`src/jtag_port_defines.vh`:
```
// Constants for the serial test and programming port.
`ifndef JTAG_PORT_DEFINES_VH
`define JTAG_PORT_DEFINES_VH
// ----------------------------------------
// Instruction codes
// ----------------------------------------
`define IR_LEN        8
`define IR_EXTEST     8'h00
`define IR_PLD_ADDR   8'h01
`define IR_PLD_DATA   8'h02
`define IR_BULK_ERASE 8'h03
`define IR_PLD_PROG   8'h07
`define IR_PROG_SEC   8'h09
`define IR_PROG_EN    8'h15
`define IR_IDCODE     8'h16
`define IR_HIGHZ      8'h18
`define IR_USER_SIGNATURE_READ 8'h1a
`define IR_USER_SIGNATURE_PROG 8'h1b
`define IR_SAMPLE     8'h1c
`define IR_PROG_DIS   8'h1e
`define IR_CFG_VERIFY 8'h28
`define IR_CFG_ERASE  8'h29
`define IR_CFG_ADDR   8'h2b
`define IR_CFG_SHIFT  8'h2d
`define IR_CFG_PROG   8'h2e
`define IR_BYPASS     8'hff
// ----------------------------------------
// Data register lengths and values
// ----------------------------------------
`define DR_MAX        123
`define LEN_BYPASS    7'd1
`define LEN_BSR       7'd4
`define LEN_CFG_ADDR  7'd12
`define LEN_ID        7'd32
`define LEN_CFG_DATA  7'd56
`define LEN_PLD_ADDR  7'd109
`define LEN_PLD_DATA  7'd123
`define CFG_ROWS      4
`define IDLOAD_COUNT  3'd4
`define USER_SIGNATURE_RESET 32'hffffffff
// Identification value is arbitrary and names no maker or part.
`define IDCODE_VALUE  32'h0a5a5001
`define ERASED_BIT    1'b1
// ----------------------------------------
// Pin counts
// ----------------------------------------
`define N_PINS        14
`define N_GATES       2
`define N_INS         4
// ----------------------------------------
// TAP states, one-hot
// ----------------------------------------
`define ST_TLR   16'h0001
`define ST_RTI   16'h0002
`define ST_SELDR 16'h0004
`define ST_CAPDR 16'h0008
`define ST_SHDR  16'h0010
`define ST_EX1DR 16'h0020
`define ST_PSDR  16'h0040
`define ST_EX2DR 16'h0080
`define ST_UPDR  16'h0100
`define ST_SELIR 16'h0200
`define ST_CAPIR 16'h0400
`define ST_SHIR  16'h0800
`define ST_EX1IR 16'h1000
`define ST_PSIR  16'h2000
`define ST_EX2IR 16'h4000
`define ST_UPIR  16'h8000
`endif

```
`src/tap_state_machine.v`:
```
// Sixteen-state test access port controller.
`timescale 1ns/1ps
`include "jtag_port_defines.vh"
module tap_state_machine (
  input  wire        ref_clk, // System clock.
  input  wire        rst,     // Asynchronous reset, active high.
  input  wire        step,    // One-cycle pulse on a rising test clock edge.
  input  wire        tms,     // Synchronised mode select.
  output reg  [15:0] state_q  // Current one-hot state.
);
  localparam [15:0] TLR = `ST_TLR, RTI = `ST_RTI, SELDR = `ST_SELDR, CAPDR = `ST_CAPDR;
  localparam [15:0] SHDR = `ST_SHDR, EX1DR = `ST_EX1DR, PSDR = `ST_PSDR, EX2DR = `ST_EX2DR;
  localparam [15:0] UPDR = `ST_UPDR, SELIR = `ST_SELIR, CAPIR = `ST_CAPIR, SHIR = `ST_SHIR;
  localparam [15:0] EX1IR = `ST_EX1IR, PSIR = `ST_PSIR, EX2IR = `ST_EX2IR, UPIR = `ST_UPIR;
  reg [15:0] state_d;
  always @* begin
    case (state_q)
      TLR:     state_d = tms ? TLR : RTI;
      RTI:     state_d = tms ? SELDR : RTI;
      SELDR:   state_d = tms ? SELIR : CAPDR;
      CAPDR:   state_d = tms ? EX1DR : SHDR;
      SHDR:    state_d = tms ? EX1DR : SHDR;
      EX1DR:   state_d = tms ? UPDR : PSDR;
      PSDR:    state_d = tms ? EX2DR : PSDR;
      EX2DR:   state_d = tms ? UPDR : SHDR;
      UPDR:    state_d = tms ? SELDR : RTI;
      SELIR:   state_d = tms ? TLR : CAPIR;
      CAPIR:   state_d = tms ? EX1IR : SHIR;
      SHIR:    state_d = tms ? EX1IR : SHIR;
      EX1IR:   state_d = tms ? UPIR : PSIR;
      PSIR:    state_d = tms ? EX2IR : PSIR;
      EX2IR:   state_d = tms ? UPIR : SHIR;
      UPIR:    state_d = tms ? SELDR : RTI;
      default: state_d = TLR;
    endcase
  end
  always @(posedge ref_clk or posedge rst) begin
    if (rst) begin
      state_q <= TLR;
    end else if (step) begin
      state_q <= state_d;
    end
  end
endmodule

```
`src/jtag_port_alt_data_input.v`:
```
// Test and programming port with alternate data input selection.
`timescale 1ns/1ps
`include "jtag_port_defines.vh"
// Behaviour
// - Select pin low or four ID loads pick alternate
// - Alternate input picked by ID loads held until Test-Logic-Reset
// - Select pin pulled up, defaults to normal
// - Reset and Capture-IR load ID instruction
// - Programming-supply-only: outputs off, inputs ignored
// - 32-bit user signature in non-volatile storage
// - Security fuse blocks configuration readout
// - Fuse cleared only by bulk erase or reset
// - Instruction selects data register and operation
// - Bypass and boundary-scan paths provided
// - Instruction 8 bits, bypass 1 bit
// - Logic data 123, address 109 bits
// - Config address 12, config data 56 bits
module jtag_port_alt_data_input (
  input  wire                  ref_clk,                // System clock, 40 MHz.
  input  wire                  rst,                    // Asynchronous reset, active high.
  input  wire                  test_clk,               // Test clock pin.
  input  wire                  test_mode_sel,          // Test mode select pin.
  input  wire                  test_data_in,           // Normal test data input pin.
  input  wire                  alternate_data_in,      // Alternate test data input pin.
  input  wire                  data_input_select_pin,  // High selects normal input.
  input  wire                  programming_supply_pin, // High when only the programming supply is up.
  input  wire [`N_PINS-1:0]    func_out,               // Core digital output values.
  input  wire [`N_PINS-1:0]    func_out_oe,            // Core digital output enables.
  input  wire [`N_GATES-1:0]   gate_drive_req,         // Core gate-driver requests.
  input  wire [`N_INS-1:0]     func_in,                // Digital input pins.
  output wire                  test_data_out,          // Test data output.
  output wire                  test_data_out_oe,       // Test data output enable.
  output wire                  select_pullup_en,       // Pull-up enable for the select pad.
  output wire [`N_PINS-1:0]    pin_out,                // Digital output pin values.
  output wire [`N_PINS-1:0]    pin_oe,                 // Digital output pin enables.
  output wire [`N_GATES-1:0]   gate_driver_output,     // Gate-driver outputs.
  output wire [`N_INS-1:0]     func_in_gated,          // Inputs passed to the core.
  output wire                  alt_input_active,       // Alternate data input in use.
  output wire                  security_fuse           // Security fuse state.
);
  // ----------------------------------------
  // Input synchronisers
  // ----------------------------------------
  wire [5:0] raw_in = {programming_supply_pin, data_input_select_pin, alternate_data_in,
                       test_data_in, test_mode_sel, test_clk};
  reg  [5:0] sync1_q;
  reg  [5:0] sync2_q;
  reg        tck_prev_q;
  genvar     g;
  generate
    for (g = 0; g < 6; g = g + 1) begin : g_sync
      always @(posedge ref_clk or posedge rst) begin
        if (rst) begin
          sync1_q[g] <= (g == 4) ? 1'b1 : 1'b0;
          sync2_q[g] <= (g == 4) ? 1'b1 : 1'b0;
        end else begin
          sync1_q[g] <= raw_in[g];
          sync2_q[g] <= sync1_q[g];
        end
      end
    end
  endgenerate
  always @(posedge ref_clk or posedge rst) begin
    if (rst) begin
      tck_prev_q <= 1'b0;
    end else begin
      tck_prev_q <= sync2_q[0];
    end
  end
  wire tck_rise  = sync2_q[0] & ~tck_prev_q;
  wire tck_fall  = ~sync2_q[0] & tck_prev_q;
  wire tms_s     = sync2_q[1];
  wire prog_only = sync2_q[5];
  // The pad pull-up is always on so a floating select pin reads as normal input.
  assign select_pullup_en = 1'b1;
  // ----------------------------------------
  // Controller
  // ----------------------------------------
  wire [15:0] st;
  tap_state_machine u_tap (
    .ref_clk (ref_clk),
    .rst     (rst),
    .step    (tck_rise),
    .tms     (tms_s),
    .state_q (st)
  );
  // ----------------------------------------
  // Data input selection
  // ----------------------------------------
  reg [2:0] id_cnt_q;
  reg       alt_lock_q;
  wire      use_alt = ~sync2_q[4] | alt_lock_q;
  wire      din     = use_alt ? sync2_q[3] : sync2_q[2];
  assign alt_input_active = use_alt;
  // ----------------------------------------
  // Instruction and data registers
  // ----------------------------------------
  reg  [`IR_LEN-1:0] ir_q;
  reg  [`IR_LEN-1:0] ir_sh_q;
  reg  [`DR_MAX-1:0] dr_q;
  reg  [`DR_MAX-1:0] dr_cap;
  reg  [6:0]         dr_len;
  wire [`DR_MAX:0]   dr_pad = {1'b0, dr_q};
  wire [`DR_MAX-1:0] dr_shift;
  reg  [108:0]       pld_addr_q;
  reg  [122:0]       pld_data_q;
  reg  [122:0]       pld_nv_q;
  reg  [11:0]        cfg_addr_q;
  reg  [55:0]        cfg_data_q;
  reg  [55:0]        cfg_nv_q [0:`CFG_ROWS-1];
  reg  [31:0]        user_signature_q;
  reg                fuse_q;
  reg                prog_en_q;
  reg                tdo_q;
  reg                tdo_oe_q;
  wire [55:0]        cfg_row = cfg_nv_q[cfg_addr_q[1:0]];
  integer            k;
  // Serial path: the bit at the selected length takes the input, lower bits move toward bit 0.
  generate
    for (g = 0; g < `DR_MAX; g = g + 1) begin : g_shift
      localparam [6:0] POS = g + 1;
      assign dr_shift[g] = (POS == dr_len) ? din : ((POS < dr_len) ? dr_pad[g + 1] : 1'b0);
    end
  endgenerate
  // Instruction picks the register placed between data input and output.
  always @* begin
    dr_len = `LEN_BYPASS;
    dr_cap = {`DR_MAX{1'b0}};
    case (ir_q)
      `IR_IDCODE: begin
        dr_len = `LEN_ID;
        dr_cap = {91'd0, `IDCODE_VALUE};
      end
      `IR_USER_SIGNATURE_READ, `IR_USER_SIGNATURE_PROG: begin
        dr_len = `LEN_ID;
        dr_cap = {91'd0, user_signature_q};
      end
      `IR_PLD_ADDR: begin
        dr_len = `LEN_PLD_ADDR;
        dr_cap = {14'd0, pld_addr_q};
      end
      `IR_PLD_DATA: begin
        dr_len = `LEN_PLD_DATA;
        dr_cap = fuse_q ? {`DR_MAX{1'b0}} : pld_nv_q;
      end
      `IR_CFG_ADDR: begin
        dr_len = `LEN_CFG_ADDR;
        dr_cap = {111'd0, cfg_addr_q};
      end
      `IR_CFG_SHIFT, `IR_CFG_VERIFY: begin
        dr_len = `LEN_CFG_DATA;
        dr_cap = fuse_q ? {`DR_MAX{1'b0}} : {67'd0, cfg_row};
      end
      `IR_SAMPLE: begin
        dr_len = `LEN_BSR;
        dr_cap = {119'd0, func_in};
      end
      default: begin
        dr_len = `LEN_BYPASS;
        dr_cap = {`DR_MAX{1'b0}};
      end
    endcase
  end
  // ----------------------------------------
  // Rising test clock actions
  // ----------------------------------------
  wire to_idle = (st == `ST_UPIR) && !tms_s;
  always @(posedge ref_clk or posedge rst) begin
    if (rst) begin
      ir_q       <= `IR_IDCODE;
      ir_sh_q    <= `IR_IDCODE;
      dr_q       <= {`DR_MAX{1'b0}};
      id_cnt_q   <= 3'd0;
      alt_lock_q <= 1'b0;
      pld_addr_q <= 109'd0;
      pld_data_q <= 123'd0;
      pld_nv_q   <= {123{`ERASED_BIT}};
      cfg_addr_q <= 12'd0;
      cfg_data_q <= 56'd0;
      user_signature_q <= `USER_SIGNATURE_RESET;
      fuse_q     <= 1'b0;
      prog_en_q  <= 1'b0;
      for (k = 0; k < `CFG_ROWS; k = k + 1) begin
        cfg_nv_q[k] <= {56{`ERASED_BIT}};
      end
    end else if (tck_rise) begin
      case (st)
        `ST_TLR: begin
          ir_q       <= `IR_IDCODE;
          id_cnt_q   <= 3'd0;
          alt_lock_q <= 1'b0;
          prog_en_q  <= 1'b0;
        end
        `ST_CAPIR: begin
          ir_sh_q <= `IR_IDCODE;
          ir_q    <= `IR_IDCODE;
        end
        `ST_SHIR: begin
          ir_sh_q <= {din, ir_sh_q[`IR_LEN-1:1]};
        end
        `ST_UPIR: begin
          ir_q <= ir_sh_q;
          // Expected ID code is 0001 0110 shifted in by the controller.
          if (ir_sh_q == `IR_IDCODE) begin
            if (id_cnt_q == `IDLOAD_COUNT - 3'd1) begin
              alt_lock_q <= 1'b1;
            end
            if (id_cnt_q != `IDLOAD_COUNT) begin
              id_cnt_q <= id_cnt_q + 3'd1;
            end
          end else begin
            id_cnt_q <= 3'd0;
          end
          if (ir_sh_q == `IR_PROG_EN) begin
            prog_en_q <= 1'b1;
          end
          if (ir_sh_q == `IR_PROG_DIS) begin
            prog_en_q <= 1'b0;
          end
          // Non-volatile operations start on the entry into Run-Test/Idle.
          if (to_idle && prog_en_q) begin
            case (ir_sh_q)
              `IR_PLD_PROG: pld_nv_q <= pld_data_q;
              `IR_CFG_PROG: cfg_nv_q[cfg_addr_q[1:0]] <= cfg_data_q;
              `IR_PROG_SEC: fuse_q <= 1'b1;
              `IR_CFG_ERASE: begin
                for (k = 0; k < `CFG_ROWS; k = k + 1) begin
                  cfg_nv_q[k] <= {56{`ERASED_BIT}};
                end
              end
              `IR_BULK_ERASE: begin
                fuse_q   <= 1'b0;
                pld_nv_q <= {123{`ERASED_BIT}};
                user_signature_q <= {32{`ERASED_BIT}};
                for (k = 0; k < `CFG_ROWS; k = k + 1) begin
                  cfg_nv_q[k] <= {56{`ERASED_BIT}};
                end
              end
              default: fuse_q <= fuse_q;
            endcase
          end
        end
        `ST_CAPDR: begin
          dr_q <= dr_cap;
        end
        `ST_SHDR: begin
          dr_q <= dr_shift;
        end
        `ST_UPDR: begin
          case (ir_q)
            `IR_PLD_ADDR:  pld_addr_q <= dr_q[108:0];
            `IR_PLD_DATA:  pld_data_q <= dr_q;
            `IR_CFG_ADDR:  cfg_addr_q <= dr_q[11:0];
            `IR_CFG_SHIFT: cfg_data_q <= dr_q[55:0];
            `IR_USER_SIGNATURE_PROG: begin
              if (prog_en_q) begin
                user_signature_q <= dr_q[31:0];
              end
            end
            default: pld_addr_q <= pld_addr_q;
          endcase
        end
        default: ir_q <= ir_q;
      endcase
    end
  end
  // ----------------------------------------
  // Falling test clock output
  // ----------------------------------------
  always @(posedge ref_clk or posedge rst) begin
    if (rst) begin
      tdo_q    <= 1'b0;
      tdo_oe_q <= 1'b0;
    end else if (tck_fall) begin
      tdo_oe_q <= (st == `ST_SHIR) || (st == `ST_SHDR);
      tdo_q    <= (st == `ST_SHIR) ? ir_sh_q[0] : dr_q[0];
    end
  end
  assign test_data_out    = tdo_q;
  assign test_data_out_oe = tdo_oe_q;
  // ----------------------------------------
  // Pin control
  // ----------------------------------------
  reg [`N_PINS-1:0]  pin_out_q;
  reg [`N_PINS-1:0]  pin_oe_q;
  reg [`N_GATES-1:0] gate_q;
  reg [`N_INS-1:0]   in_q;
  wire               outs_off = prog_only || (ir_q == `IR_HIGHZ);
  always @(posedge ref_clk or posedge rst) begin
    if (rst) begin
      pin_out_q <= {`N_PINS{1'b0}};
      pin_oe_q  <= {`N_PINS{1'b0}};
      gate_q    <= {`N_GATES{1'b0}};
      in_q      <= {`N_INS{1'b0}};
    end else begin
      pin_out_q <= func_out;
      pin_oe_q  <= outs_off ? {`N_PINS{1'b0}} : func_out_oe;
      gate_q    <= outs_off ? {`N_GATES{1'b0}} : gate_drive_req;
      in_q      <= prog_only ? {`N_INS{1'b0}} : func_in;
    end
  end
  assign pin_out            = pin_out_q;
  assign pin_oe             = pin_oe_q;
  assign gate_driver_output = gate_q;
  assign func_in_gated      = in_q;
  assign security_fuse      = fuse_q;
endmodule

```
`config.mk`:
```
export PLATFORM = sky130hd
export DESIGN_NAME = jtag_port_alt_data_input
export DESIGN_NICKNAME = d
export VERILOG_FILES = /design/src/tap_state_machine.v /design/src/jtag_port_alt_data_input.v
export VERILOG_INCLUDE_DIRS = /design/src
export SDC_FILE = /design/constraint.sdc
export NUM_CORES = 2
export LEC_CHECK = 0
export ABC_AREA = 1
export BUFFER_PORTS_ARGS = -buffer_cell sky130_fd_sc_hd__buf_2
export CAP_MARGIN = 20
export CORE_MARGIN = 2
export CORE_UTILIZATION = 57
export CTS_BUF_LIST = sky130_fd_sc_hd__clkbuf_16
export CTS_CLUSTER_DIAMETER = 50
export CTS_CLUSTER_SIZE = 30
export DETAILED_ROUTE_END_ITERATION = 10
export PLACE_DENSITY = 0.76
export SYNTH_ARGS = -nofsm -noshare
export SYNTH_HDL_FRONTEND = slang
export SYNTH_SLANG_ARGS = --single-unit
```
`constraint.sdc`:
```
create_clock -name ref_clk -period 30.5 [get_ports ref_clk]
set_input_delay 6.1 -clock ref_clk [delete_from_list [all_inputs] [get_ports ref_clk]]
set_output_delay 6.1 -clock ref_clk [all_outputs]
set_load 0.1 [all_outputs]
```
==> impl_metrics.json <==
{
  "die-area_mm2": 0.0706,
  "yosysTopAreaCell": "dfrtp_1",
  "hold_class": "flop to flop",
  "core.rowCount": 95,
  "io_buffer_count": 79,
  "min_from": "sync1_q[5]",
  "path_clk_slew_ns": 0.07,
  "syn_nets": 4666,
  "fmax_mhz": 116,
  "tns_ns": 0,
  "cts_setup_buffers": 0,
  "vias": 31400,
  "io_pins": 81,
  "p_per_area_mw_per_mm2": 63.1,
  "internal_power_mw": 1.95,
  "maxSlewHeadroom": 0.261,
  "synthArstFlopShare": 1.00,
  "synth_seq_cells": 889,
  "r2r_start": "u_tap.state_q[0]",
  "gp_congestion": 0.840,
  "drt_iter0_markers": 3022,
  "pwr-share-seq": 0.458,
  "synthFlopType": "dfrtp_1",
  "p_clk_frac": 0.450,
  "multiInputGateArea_mm2": 0.0142,
  "postRouteAntennaNets": 0,
  "grt_antenna_before_repair": 0,
  "drv_cap": 0,
  "ir_drop_mv": 0.0549,
  "tritoncts": "built",
  "fin_nets": 4597,
  "area_delta_synth_final_pct": 10.2,
  "cts-htree-levels": 3,
  "grt_max_degree": 191,
  "die_w_um": 266,
  "r2r_end": "pld_addr_q[61]",
  "grt_usage": 0.288,
  "final_area_mm2": 0.0431,
  "start_util": 0.579,
  "synth_edf_count": 0,
  "status": "complete, no violations",
  "avgSynthCellArea_um2": 8.45,
  "yosys-top-cells-area": "dfrtp_1 (32%), dfstp_2 (26%), nand2_1 (14%), nor2_1 (4.6%), o21ai_0 (4.4%)",
  "grt_pass1_wl_mm": 163,
  "synthDominantCellAreaShare": 0.321,
  "post_drt_wl_per_cell_um": 18.2,
  "hold_viol": 0,
  "holdBufCountCts": 0,
  "overflow": 0,
  "cp-start-kind": "primary input",
  "synth_cells": 4621,
  "r2r_cells": 10,
  "slew_violations": 0,
  "power.leakage_nw": 18.9,
  "final_common_cell": "nand2_1",
  "worstPathRequired_ns": 31.15,
  "yosysSeqAreaShare": 0.582,
  "drc": 0,
  "post_cts_resized": 0,
  "cts_max_path_buffers": 3,
  "cts_buffers": 92,
  "yosysWarningCount": 0,
  "setup_viol": 0,
  "final_cell_mix": "nand2_1 (1485), dfrtp_1 (501), nor2_1 (468), dfstp_2 (388), o21ai_0 (347)",
  "post_dp_cell_area_mm2": 0.0397,
  "synthesis.area_mm2": 0.0391,
  "viasPerCell": 5.71,
  "period_needed_ns": 8.65,
  "p_switching_mw": 0.764,
  "reg2reg_slack_ns": 26.41,
  "worstPathMaxFanout": 168,
  "cts.sinks": 889,
  "holdPathEnd": "prog_only",
  "seq_area_mm2": 0.0227,
  "fin_crit_sh": 0.283,
  "rsz0062_at_grt": "no",
  "grt_pass1_vias": 30200,
  "dp_hpwl_mm": 54.7,
  "power_frac_comb": 0.091,
  "clock_latency_ns": 0.65,
  "worstSetupPathType": "primary input to asynchronous set/reset pin",
  "die-height_um": 266,
  "core_mm2": 0.0675,
  "wl_mm": 100,
  "cp-end-kind": "asynchronous set/reset pin",
  "min_path_cells": 0,
  "firstDrtPassIters": 8,
  "switching_share": 0.281,
  "num-fill-cells": 5530,
  "cp.arrival_ns": 9.29,
  "fin_worst_skew_ns": 0.0240,
  "drive_above_1_share": 0.159,
  "netlist-cell-type-count": 46,
  "cts-root-buf": "clkbuf_16",
  "tightestPinTransition_ns": 1.11
}
## critical path, cell delays in order
cell,delay (ns)
buf_2,0.13
inv_8,0.61
buf_4,0.75
buf_12,0.62
buf_4,0.85
## cell type report
cell class | count | area share
multi-input combinational | 3204 | 0.329
sequential | 889 | 0.528
clock buffer | 97 | 0.0564
clock inverter | 76 | 0.0220
timing repair buffer | 127 | 0.0187
inverter | 238 | 0.0211
antenna | 1 | 0.0000581
tap | 873 | 0.0254
## sequential cells by signal (all words and copies together) (netlist names), 3 cells and up
name              count
func_in_gated         4
pld_addr_q          109
pin_out              14
pin_oe               14
sync2_q               4
sync1_q               6
id_cnt_q              3
cfg_data_q           56
cfg_addr_q           12
cfg_nv_q            224
ir_q                  8
ir_sh_q               8
pld_data_q          123
user_signature_q     32
u_tap.state_q        16
pld_nv_q            123
dr_q                123
## synth_stat cells (2+ instances only)
| cell | count |
|---|---|
| nand2_1 | 1486 |
| dfrtp_1 | 501 |
| nor2_1 | 476 |
| dfstp_2 | 388 |
| o21ai_0 | 347 |
| o21ai_1 | 264 |
| a21oi_1 | 225 |
| inv_1 | 224 |
| nand3_1 | 172 |
| clkbuf_1 | 137 |
| buf_2 | 110 |
| nand4_1 | 75 |
| a22oi_1 | 30 |
| o31ai_1 | 27 |
| a31oi_1 | 19 |
| buf_4 | 17 |
| nor3_1 | 17 |
| o22ai_1 | 17 |
| buf_6 | 15 |
| inv_2 | 10 |
| nor2_2 | 9 |
| buf_1 | 8 |
| nand2_2 | 8 |
| nand3_2 | 6 |
| clkbuf_2 | 3 |
| ha_1 | 3 |
| nor2_4 | 3 |
| clkinv_1 | 2 |
| nand4_2 | 2 |
| nor4_1 | 2 |
| o211ai_1 | 2 |
| o21bai_1 | 2 |
## power groups by stage
stage                     combinational [mW]  sequential, mW  clock, mW
after floorplan                        0.149            1.28          0
after global placement                 0.241            1.26          0
after detailed placement               0.245            1.26          0
after CTS                              0.246            1.24       1.24
after global routing                   0.270            1.25       1.28
final                                  0.248            1.24       1.22
## per-layer routing
layer	GRT usage	wire length, um	up-vias
met3	0.0500	7890	223
met1	0.408	43200	15200
li1	-	-	14900
met2	0.455	46200	1178
met4	0.0900	2850	0
met5	0	0	-
## how the worst max path moves through the flow
| stage | to | depth (start not counted) | start | slack, ns |
|---|---|---|---|---|
| 6_report | dr_q[28] | 5 | rst | 21.85 |
| 5_1_grt | cfg_data_q[21] | 5 | rst | 21.28 |
| 4_1_cts | cfg_data_q[21] | 5 | rst | 21.65 |
| 3_5_place_dp | cfg_data_q[24] | 5 | rst | 20.96 |
| 3_3_place_gp | cfg_data_q[21] | 5 | rst | 20.93 |
| 2_1_floorplan | alt_lock_q | 1 | rst | 0.05 |
## cells by family after synthesis
| logic type | share of synthesized area |
|---|---|
| AOI/OAI and AO/OA | 0.125 |
| adders and majority gates | 0.000961 |
| buffers and inverters | 0.0590 |
| DFF | 0.582 |
| other | 0.0000960 |
| and+or+nand+nor | 0.233 |
## metrics by stage
step | std cells | setup WS (ns) | util | power (mW) | hold WS [ns]
6_report | 5505 | 21.85 | 0.638 | 2.72 | 0.351
5_1_grt | 5504 | 21.28 | 0.638 | 2.80 | 0.358
4_1_cts | 5503 | 21.65 | 0.638 | 2.73 | 0.351
3_5_place_dp | 5330 | 20.96 | 0.588 | 1.51 | 0.335
3_3_place_gp | 5329 | 20.93 | 0.587 | 1.50 | 0.332
2_1_floorplan | 4621 | 0.0534 | - | 1.43 | 0.331
No activity file was read; power rests on OpenSTA's default activity.
